File: src/core/csfr_pkg.sv
package csfr_pkg;
  // ==========================================================================
  // Bus geometry.
  localparam int ADR_W = 8;
  localparam int IDX_W = 6;
  localparam int CHAN_W = 8;
  // ==========================================================================
  // Register indices; the byte address is four times the index.
  localparam logic [IDX_W-1:0] IDX_M3_LO = 6'h1c;
  localparam logic [IDX_W-1:0] IDX_M3_HI = 6'h1d;
  localparam logic [IDX_W-1:0] IDX_M4_LO = 6'h1e;
  localparam logic [IDX_W-1:0] IDX_M4_HI = 6'h1f;
  localparam logic [IDX_W-1:0] IDX_VER0 = 6'h20;
  localparam logic [IDX_W-1:0] IDX_VER1 = 6'h21;
  localparam logic [IDX_W-1:0] IDX_VER2 = 6'h22;
  localparam logic [IDX_W-1:0] IDX_VER3 = 6'h23;
  localparam logic [IDX_W-1:0] IDX_BATT = 6'h28;
  localparam logic [IDX_W-1:0] IDX_TEMP = 6'h29;
  localparam logic [IDX_W-1:0] IDX_RIO = 6'h2a;
  localparam logic [IDX_W-1:0] IDX_PARAM = 6'h30;
  localparam logic [IDX_W-1:0] IDX_IRQ_STAT = 6'h31;
  localparam logic [IDX_W-1:0] IDX_IRQ_MASK = 6'h32;
  localparam logic [IDX_W-1:0] IDX_FLAGS = 6'h33;
  // ==========================================================================
  // Field positions and fixed values.
  localparam int PRM_CU_OFF = 7;
  localparam int PRM_CT_OFF = 6;
  localparam int TMP_CU = 0;
  localparam int TMP_CT = 1;
  localparam int BAT_BIT = 0;
  localparam logic [7:0] VER_FILL = 8'hff;
  localparam logic [7:0] VER_NO_CH3 = 8'h00;
  localparam logic [15:0] PARAM_RST = 16'h0000;
  // Interrupt event bits.
  localparam int EV_W = 4;
  localparam int EV_BATT = 0;
  localparam int EV_HEAT = 1;
  localparam int EV_RIO = 2;
  localparam int EV_REFUSE = 3;
  // Battery is sampled this many cycles after reset, once the synchroniser is full.
  localparam logic [1:0] BAT_SAMPLE_CYC = 2'h3;
endpackage : csfr_pkg

File: src/core/csfr_sync.sv
`timescale 1ns/100ps
module csfr_sync #(
  parameter int W = 1
) (
  input wire logic clk,
  input wire logic rst_n,
  input wire logic [W-1:0] din,
  output logic [W-1:0] dout
);
  logic [W-1:0] meta_q;

  always_ff @(posedge clk or negedge rst_n) begin
    if (!rst_n) begin
      meta_q <= '0;
      dout <= '0;
    end else begin
      meta_q <= din;
      dout <= meta_q;
    end
  end
endmodule : csfr_sync

File: src/core/csfr_top.sv
`timescale 1ns/100ps
module csfr_top #(
  parameter logic [15:0] VER_FUNC = 16'h0001,
  parameter logic [15:0] VER_SERIAL = 16'h0002,
  parameter logic [7:0] VER_CH1 = 8'h41,
  parameter logic [7:0] VER_CH2 = 8'h42,
  parameter logic [7:0] VER_CH3 = 8'h00
) (
  input wire logic clk,
  input wire logic rst_n,
  input wire logic wb_cyc,
  input wire logic wb_stb,
  input wire logic wb_we,
  input wire logic [csfr_pkg::ADR_W-1:0] wb_adr,
  input wire logic [3:0] wb_sel,
  input wire logic [31:0] wb_dat_w,
  output logic [31:0] wb_dat_r,
  output logic wb_ack,
  input wire logic battery_low,
  input wire logic cu_overheat,
  input wire logic ct_overheat,
  input wire logic rio_stop,
  input wire logic [csfr_pkg::CHAN_W-1:0] rio_stop_chan,
  input wire logic start_req,
  input wire logic hard_stop_evt,
  output logic [31:0] macro_var3,
  output logic [31:0] macro_var4,
  output logic battery_alarm_input,
  output logic overheat_warning_flag,
  output logic thermal_alarm,
  output logic remote_io_stop_flag,
  output logic start_grant,
  output logic start_refused,
  output logic irq
);
  import csfr_pkg::*;

  // ==========================================================================
  // Pin synchronisers.
  logic bat_s;
  logic cu_s;
  logic ct_s;
  logic rio_s;
  logic [CHAN_W-1:0] chan_s;

  csfr_sync #(.W(CHAN_W + 4)) u_sync (
    .clk(clk),
    .rst_n(rst_n),
    .din({rio_stop_chan, rio_stop, ct_overheat, cu_overheat, battery_low}),
    .dout({chan_s, rio_s, ct_s, cu_s, bat_s})
  );

  // ==========================================================================
  // Wishbone decode.
  logic [IDX_W-1:0] idx;
  logic req;
  logic wr;
  logic rd;
  logic ack_d;
  assign idx = wb_adr[ADR_W-1:2];
  assign req = wb_cyc & wb_stb & ~wb_ack;
  assign wr = req & wb_we;
  assign rd = req & ~wb_we;
  assign ack_d = req;

  logic wr_m3l;
  logic wr_m3h;
  logic wr_m4l;
  logic wr_m4h;
  logic wr_prm;
  logic wr_ist;
  logic wr_imk;
  assign wr_m3l = wr & (idx == IDX_M3_LO);
  assign wr_m3h = wr & (idx == IDX_M3_HI);
  assign wr_m4l = wr & (idx == IDX_M4_LO);
  assign wr_m4h = wr & (idx == IDX_M4_HI);
  assign wr_prm = wr & (idx == IDX_PARAM);
  assign wr_ist = wr & (idx == IDX_IRQ_STAT);
  assign wr_imk = wr & (idx == IDX_IRQ_MASK);

  // ==========================================================================
  // Macro input words, byte-lane writable.
  logic [15:0] m3l_q;
  logic [15:0] m3h_q;
  logic [15:0] m4l_q;
  logic [15:0] m4h_q;
  logic [15:0] prm_q;

  function automatic logic [15:0] merge(input logic [15:0] old, input logic [31:0] d,
                                        input logic [3:0] s);
    merge = {s[1] ? d[15:8] : old[15:8], s[0] ? d[7:0] : old[7:0]};
  endfunction : merge

  always_ff @(posedge clk or negedge rst_n) begin
    if (!rst_n) begin
      m3l_q <= 16'h0000;
      m3h_q <= 16'h0000;
      m4l_q <= 16'h0000;
      m4h_q <= 16'h0000;
      prm_q <= PARAM_RST;
    end else begin
      if (wr_m3l) m3l_q <= merge(m3l_q, wb_dat_w, wb_sel);
      if (wr_m3h) m3h_q <= merge(m3h_q, wb_dat_w, wb_sel);
      if (wr_m4l) m4l_q <= merge(m4l_q, wb_dat_w, wb_sel);
      if (wr_m4h) m4h_q <= merge(m4h_q, wb_dat_w, wb_sel);
      if (wr_prm) prm_q <= merge(prm_q, wb_dat_w, wb_sel);
    end
  end

  // The 32-bit view lags the word write by one cycle, like a scan-end transfer.
  always_ff @(posedge clk or negedge rst_n) begin
    if (!rst_n) begin
      macro_var3 <= 32'h0000_0000;
      macro_var4 <= 32'h0000_0000;
    end else begin
      macro_var3 <= {m3h_q, m3l_q};
      macro_var4 <= {m4h_q, m4l_q};
    end
  end

  // ==========================================================================
  // Battery alarm: checked once after power-up only.
  // A sag later in the run does not set the cause; only recovery clears it.
  logic [1:0] bat_cnt_q;
  logic bat_sample;
  logic bat_q;
  assign bat_sample = (bat_cnt_q == BAT_SAMPLE_CYC - 2'h1);

  always_ff @(posedge clk or negedge rst_n) begin
    if (!rst_n) begin
      bat_cnt_q <= 2'h0;
      bat_q <= 1'b0;
    end else begin
      if (bat_cnt_q != BAT_SAMPLE_CYC) bat_cnt_q <= bat_cnt_q + 2'h1;
      if (bat_sample && bat_s) bat_q <= 1'b1;
      else if (!bat_s) bat_q <= 1'b0;
    end
  end

  // ==========================================================================
  // Overheat detection and cause word.
  logic cu_det;
  logic ct_det;
  logic any_det;
  logic [1:0] tmp_q;
  logic [1:0] tmp_d;
  assign cu_det = cu_s & ~prm_q[PRM_CU_OFF];
  assign ct_det = ct_s & ~prm_q[PRM_CT_OFF];
  assign any_det = cu_det | ct_det;
  // A source that cools early keeps its bit until the other cools too.
  assign tmp_d = any_det ? (tmp_q | {ct_det, cu_det}) : 2'b00;

  always_ff @(posedge clk or negedge rst_n) begin
    if (!rst_n) begin
      tmp_q <= 2'b00;
    end else begin
      tmp_q <= tmp_d;
    end
  end

  // ==========================================================================
  // Remote I/O stop channel.
  logic [CHAN_W-1:0] chan_q;
  logic rio_q;

  always_ff @(posedge clk or negedge rst_n) begin
    if (!rst_n) begin
      chan_q <= '0;
      rio_q <= 1'b0;
    end else begin
      rio_q <= rio_s;
      if (rio_s) chan_q <= chan_s;
    end
  end

  // ==========================================================================
  // Cycle start gate; running operation is never aborted here.
  logic hard_q;
  logic refuse;
  assign refuse = start_req & tmp_q[TMP_CU] & hard_q;

  always_ff @(posedge clk or negedge rst_n) begin
    if (!rst_n) begin
      hard_q <= 1'b1;
      start_grant <= 1'b0;
      start_refused <= 1'b0;
    end else begin
      start_grant <= start_req & ~refuse;
      start_refused <= refuse;
      if (hard_stop_evt) hard_q <= 1'b1;
      else if (start_req && !refuse) hard_q <= 1'b0;
    end
  end

  // ==========================================================================
  // Status outputs and interrupts.
  logic [EV_W-1:0] ev;
  logic [EV_W-1:0] ist_q;
  logic [EV_W-1:0] imk_q;
  logic [EV_W-1:0] ist_d;
  assign ev[EV_BATT] = bat_s & bat_sample;
  assign ev[EV_HEAT] = any_det & ~(|tmp_q);
  assign ev[EV_RIO] = rio_s & ~rio_q;
  assign ev[EV_REFUSE] = refuse;
  // A new event beats a write-one-to-clear in the same cycle.
  assign ist_d = (ist_q & ~(wr_ist ? wb_dat_w[EV_W-1:0] : {EV_W{1'b0}})) | ev;

  always_ff @(posedge clk or negedge rst_n) begin
    if (!rst_n) begin
      ist_q <= '0;
      imk_q <= '0;
      irq <= 1'b0;
      battery_alarm_input <= 1'b0;
      overheat_warning_flag <= 1'b0;
      thermal_alarm <= 1'b0;
      remote_io_stop_flag <= 1'b0;
    end else begin
      ist_q <= ist_d;
      if (wr_imk) imk_q <= wb_dat_w[EV_W-1:0];
      irq <= |(ist_d & imk_q);
      battery_alarm_input <= bat_q;
      overheat_warning_flag <= |tmp_d;
      thermal_alarm <= |tmp_d;
      remote_io_stop_flag <= rio_s;
    end
  end

  // ==========================================================================
  // Read mux; unmapped indices read zero and still acknowledge.
  logic [15:0] ver0;
  logic [15:0] rmux;
  assign ver0 = {VER_CH3, VER_FILL};

  always_comb begin
    unique case (idx)
      IDX_M3_LO: rmux = m3l_q;
      IDX_M3_HI: rmux = m3h_q;
      IDX_M4_LO: rmux = m4l_q;
      IDX_M4_HI: rmux = m4h_q;
      IDX_VER0: rmux = ver0;
      IDX_VER1: rmux = {VER_CH1, VER_CH2};
      IDX_VER2: rmux = VER_SERIAL;
      IDX_VER3: rmux = VER_FUNC;
      IDX_BATT: rmux = {15'h0000, bat_q};
      IDX_TEMP: rmux = {14'h0000, tmp_q};
      IDX_RIO: rmux = {{(16 - CHAN_W){1'b0}}, chan_q};
      IDX_PARAM: rmux = prm_q;
      IDX_IRQ_STAT: rmux = {{(16 - EV_W){1'b0}}, ist_q};
      IDX_IRQ_MASK: rmux = {{(16 - EV_W){1'b0}}, imk_q};
      IDX_FLAGS: rmux = {12'h000, thermal_alarm, remote_io_stop_flag, overheat_warning_flag, battery_alarm_input};
      default: rmux = 16'h0000;
    endcase
  end

  always_ff @(posedge clk or negedge rst_n) begin
    if (!rst_n) begin
      wb_ack <= 1'b0;
      wb_dat_r <= 32'h0000_0000;
    end else begin
      wb_ack <= ack_d;
      if (rd) wb_dat_r <= {16'h0000, rmux};
    end
  end
endmodule : csfr_top

File: config.mk
export PLATFORM = sky130hd
export DESIGN_NAME = csfr_top
export DESIGN_NICKNAME = d
export VERILOG_FILES = /design/src/core/csfr_pkg.sv /design/src/core/csfr_sync.sv /design/src/core/csfr_top.sv
export SDC_FILE = /design/constraint.sdc
export NUM_CORES = 1
export LEC_CHECK = 0
export BUFFER_PORTS_ARGS = -buffer_cell sky130_fd_sc_hd__buf_2
export CORE_UTILIZATION = 54
export CTS_CLUSTER_SIZE = 28
export DETAILED_ROUTE_END_ITERATION = 8
export MAX_ROUTING_LAYER = met4
export PLACE_DENSITY = 0.75
export SLEW_MARGIN = 5
export SYNTH_ARGS = -nofsm -noshare
export SYNTH_HDL_FRONTEND = slang
export SYNTH_SLANG_ARGS = --single-unit
File: constraint.sdc
create_clock -name clk -period 1.95 [get_ports clk]
set_input_delay 0.195 -clock clk [delete_from_list [all_inputs] [get_ports clk]]
set_output_delay 0.195 -clock clk [all_outputs]
set_load 0.05 [all_outputs]
==> out/results.ini <==
[critical_path]
r2r_slack_ns=0.09
critPathKind=flop to flop
critPathCaptureType=flop
cp-startpoint=wb_ack
slowest_delay_ns=0.39
cp.required_ns=2.32
arrival_ns=2.22
reg2reg_from=wb_ack
worstPathCellList=and4b_1 > and2_1 > nand2_2 > mux2_2
crit_fanout=8
cp_slowest_cell=dfrtp_1
critPathLaunchType=flop

[finish]
area_delta_synth_final_pct=22.5
multi_input_area_mm2=0.00245
drive_gt1_share_pct=43.8
nFillCells=1030
final_nets=773
regArea_mm2=0.00533
fin_area_mm2=0.00982

[yosys]
yosysSeqAreaShare_pct=66.5
syn_inst=534
synth_warnings=0
ys.flop_type=dfrtp_1
yosys-top-cells-area=dfrtp_1, mux2_2, buf_4, mux4_2, o21ai_0
synth_edf_count=0
synth_top_cell_by_area=dfrtp_1
async_flop_share_pct=100
ys_seq_elements=213
avgSynthCellArea_um2=15.0
synth.top_cell.area_share_pct=66.2
syn-cell-area_mm2=0.00801
synth_cell_types=52

[clock_tree]
cts_tree=built
clock_sinks=213
cts_setup_buffers=0
clk_latency_ns=0.49
clkSlewWorstSetupHoldPaths_ns=0.07
cts-buffers-inserted=21
cts-root-buf=clkbuf_16
cts_resized=0
cts_buffer_depth=3
htreeDepth=1

[worst_hold_path]
hp-class=primary input to flop
min-delay-start=wb_dat_w[11]

[grt]
grt_pass1_vias=5036
grt_use_total_pct=24.8
overflow=0
grt_first_pass_wirelength_um=27400
antenna_found_initial=1
grt_max_degree=76

[place]
place_area_mm2=0.00890
portBuffers=130
place_congestion=0.926
dp_hpwl_um=12100

[run_status]
outcome=completed

[timing]
rsz0062_at_grt=no
hold_viol_final=0
timing.hold.ws_ns=0.0174
tns_ns=0
fin_crit_ns=1.86
fmax_mhz=539
report.final.slew_viol_count=0
finalSetupViolations=0
finalCritPeriodShare_pct=95.2
fin_worst_skew_ns=0.00708

[power]
switching_share_pct=25.7
power_frac_comb_pct=10.7
peakVddDrop_v=0.000785
seq_power_share_pct=48.4
p_clk_share_pct=40.9
internal-power_uw=7270
power_density_mw_per_mm2=996
leakagePower_uw=0.00508
switchingPower_uw=2510

[floorplanning]
fp-row-count=44
die-area_mm2=0.0153
start_util_pct=55.3
die-width_um=124
top_level_ports=167
die_h_um=124
core_area_mm2=0.0145

[detailed_routing]
first_pass_iters=5
routed_wl_um=18000
ant_nets=0
drcViolationCount=0
post_drt_via_cell_ratio=5.63
drt_first_iter_violations=415
vias=5110
wl_per_cell_um=19.8

[flow_run]
drv_cap=0

-- cells by family (layout without fill, tap and decap cells) --
kind of cell,after synthesis,count (layout),share of synthesized area (%)
AO/OA/AOI/OAI,89,89,7.93
XOR/XNOR,1,1,0.109
adder cells (fa/ha/maj),2,2,0.312
buffers and inverters,45,218,3.56
flip-flops,213,213,66.5
multiplexers,110,110,16.1
other,1,17,0.0468
AND/OR/NAND/NOR,73,73,5.40
-- sequential cells by signal, summed over array words and instances, names as in the netlist, 2 cells and up --
signal,count
macro_var3,32
macro_var4,32
m3h_q,16
m3l_q,16
m4h_q,16
m4l_q,16
prm_q,16
wb_dat_r,16
u_sync.dout,12
u_sync.meta_q,12
chan_q,8
imk_q,4
ist_q,4
bat_cnt_q,2
tmp_q,2
-- metrics by stage --
step | power (uW) | util (%) | std cells | setup WS [ns]
2_1_floorplan | 5460 | - | 549 | 0.159
3_3_place_gp | 5790 | 61.5 | 847 | 0.172
3_5_place_dp | 5820 | 61.5 | 847 | 0.152
4_1_cts | 9860 | 67.8 | 906 | 0.151
5_1_grt | 10100 | 67.8 | 907 | 0.0309
6_report | 9780 | 67.8 | 907 | 0.0937
-- cell usage in the layout (no fill, tap or decap), types with 4 or more instances in the layout --
cell | Yosys | final
clkbuf_16 | 0 | 21
a222oi_1 | 7 | 7
and2_1 | 7 | 7
nor2b_1 | 5 | 5
buf_4 | 22 | 23
mux4_2 | 5 | 5
nor2_1 | 11 | 11
conb_1 | 1 | 16
and3_1 | 4 | 4
nand2_1 | 15 | 15
dfrtp_1 | 212 | 212
mux2_2 | 100 | 100
a22oi_1 | 6 | 6
a31oi_1 | 10 | 10
a22o_1 | 8 | 8
clkinv_2 | 0 | 6
dlygate4sd3_1 | 0 | 22
a21oi_1 | 17 | 17
a221oi_2 | 4 | 4
mux2i_1 | 5 | 5
inv_1 | 4 | 4
o21ai_0 | 21 | 21
nand2_2 | 10 | 10
clkbuf_8 | 0 | 4
buf_2 | 8 | 129
-- layer usage --
metal	GRT usage, %	share of wire [%]	up-vias
met5	-	0	-
met4	6.93	2.1	0
met3	4.95	7.1	31
met2	38.2	49	209
met1	33.8	42	2625
li1	-	-	2245
-- cell type report --
cell class	instances	share of cell area, %
sequential	213	54.3
multi-input combinational	291	25.0
timing repair buffer	177	11.1
clock buffer	25	5.81
tap	184	2.35
clock inverter	12	1.26
inverter	4	0.153
antenna	1	0.0255
-- cells in the mapped netlist, types with 3 or more instances --
cell type	number
nor2b_1	5
nand3_1	3
a31oi_1	10
a21oi_1	17
nand3b_1	3
clkbuf_1	7
dfrtp_1	212
nor2_1	11
and3_1	4
nand2_2	10
nand2_1	15
a22o_1	8
a2bb2oi_1	3
inv_1	4
a221oi_1	3
o21ai_0	21
mux2_2	100
and2_1	7
mux2i_1	5
a22oi_1	6
buf_6	3
a221oi_2	4
buf_4	22
a222oi_1	7
buf_2	8
mux4_2	5
-- timing repair --
action | in CTS | in global routing
endpoints found under the hold margin | 84 | 0
endpoints found under the setup margin | 0 | 0
hold buffers | 22 | 0
-- path summary, 6_finish.rpt --
| check | to | depth (start not counted) |
|---|---|---|
| setup / recovery | m3h_q[2] | 4 |
| hold / removal | m3h_q[11] | 2 |
| setup reg to reg | m3h_q[2] | 4 |
| hold reg to reg | u_sync.dout[4] | 0 |
| max in group asynchronous | hard_q | 3 |
| min in group asynchronous | macro_var3[1] | 2 |
-- power groups by stage --
stage	combinational, uW	sequential, uW	clock (uW)
after global placement	991	4800	0
after detailed placement	1010	4810	0
after floorplan	333	5130	0
after CTS	1050	4730	4080
final	1050	4730	4000
after global routing	1110	4750	4270
-- critical path: cells and delay by family (launching register included) --
| family | cells | cell delay [ns] |
|---|---|---|
| AND/OR/NAND/NOR | 3 | 0.99 |
| flip-flops | 1 | 0.39 |
| multiplexers | 1 | 0.35 |
(Power assumes the default switching activity.)
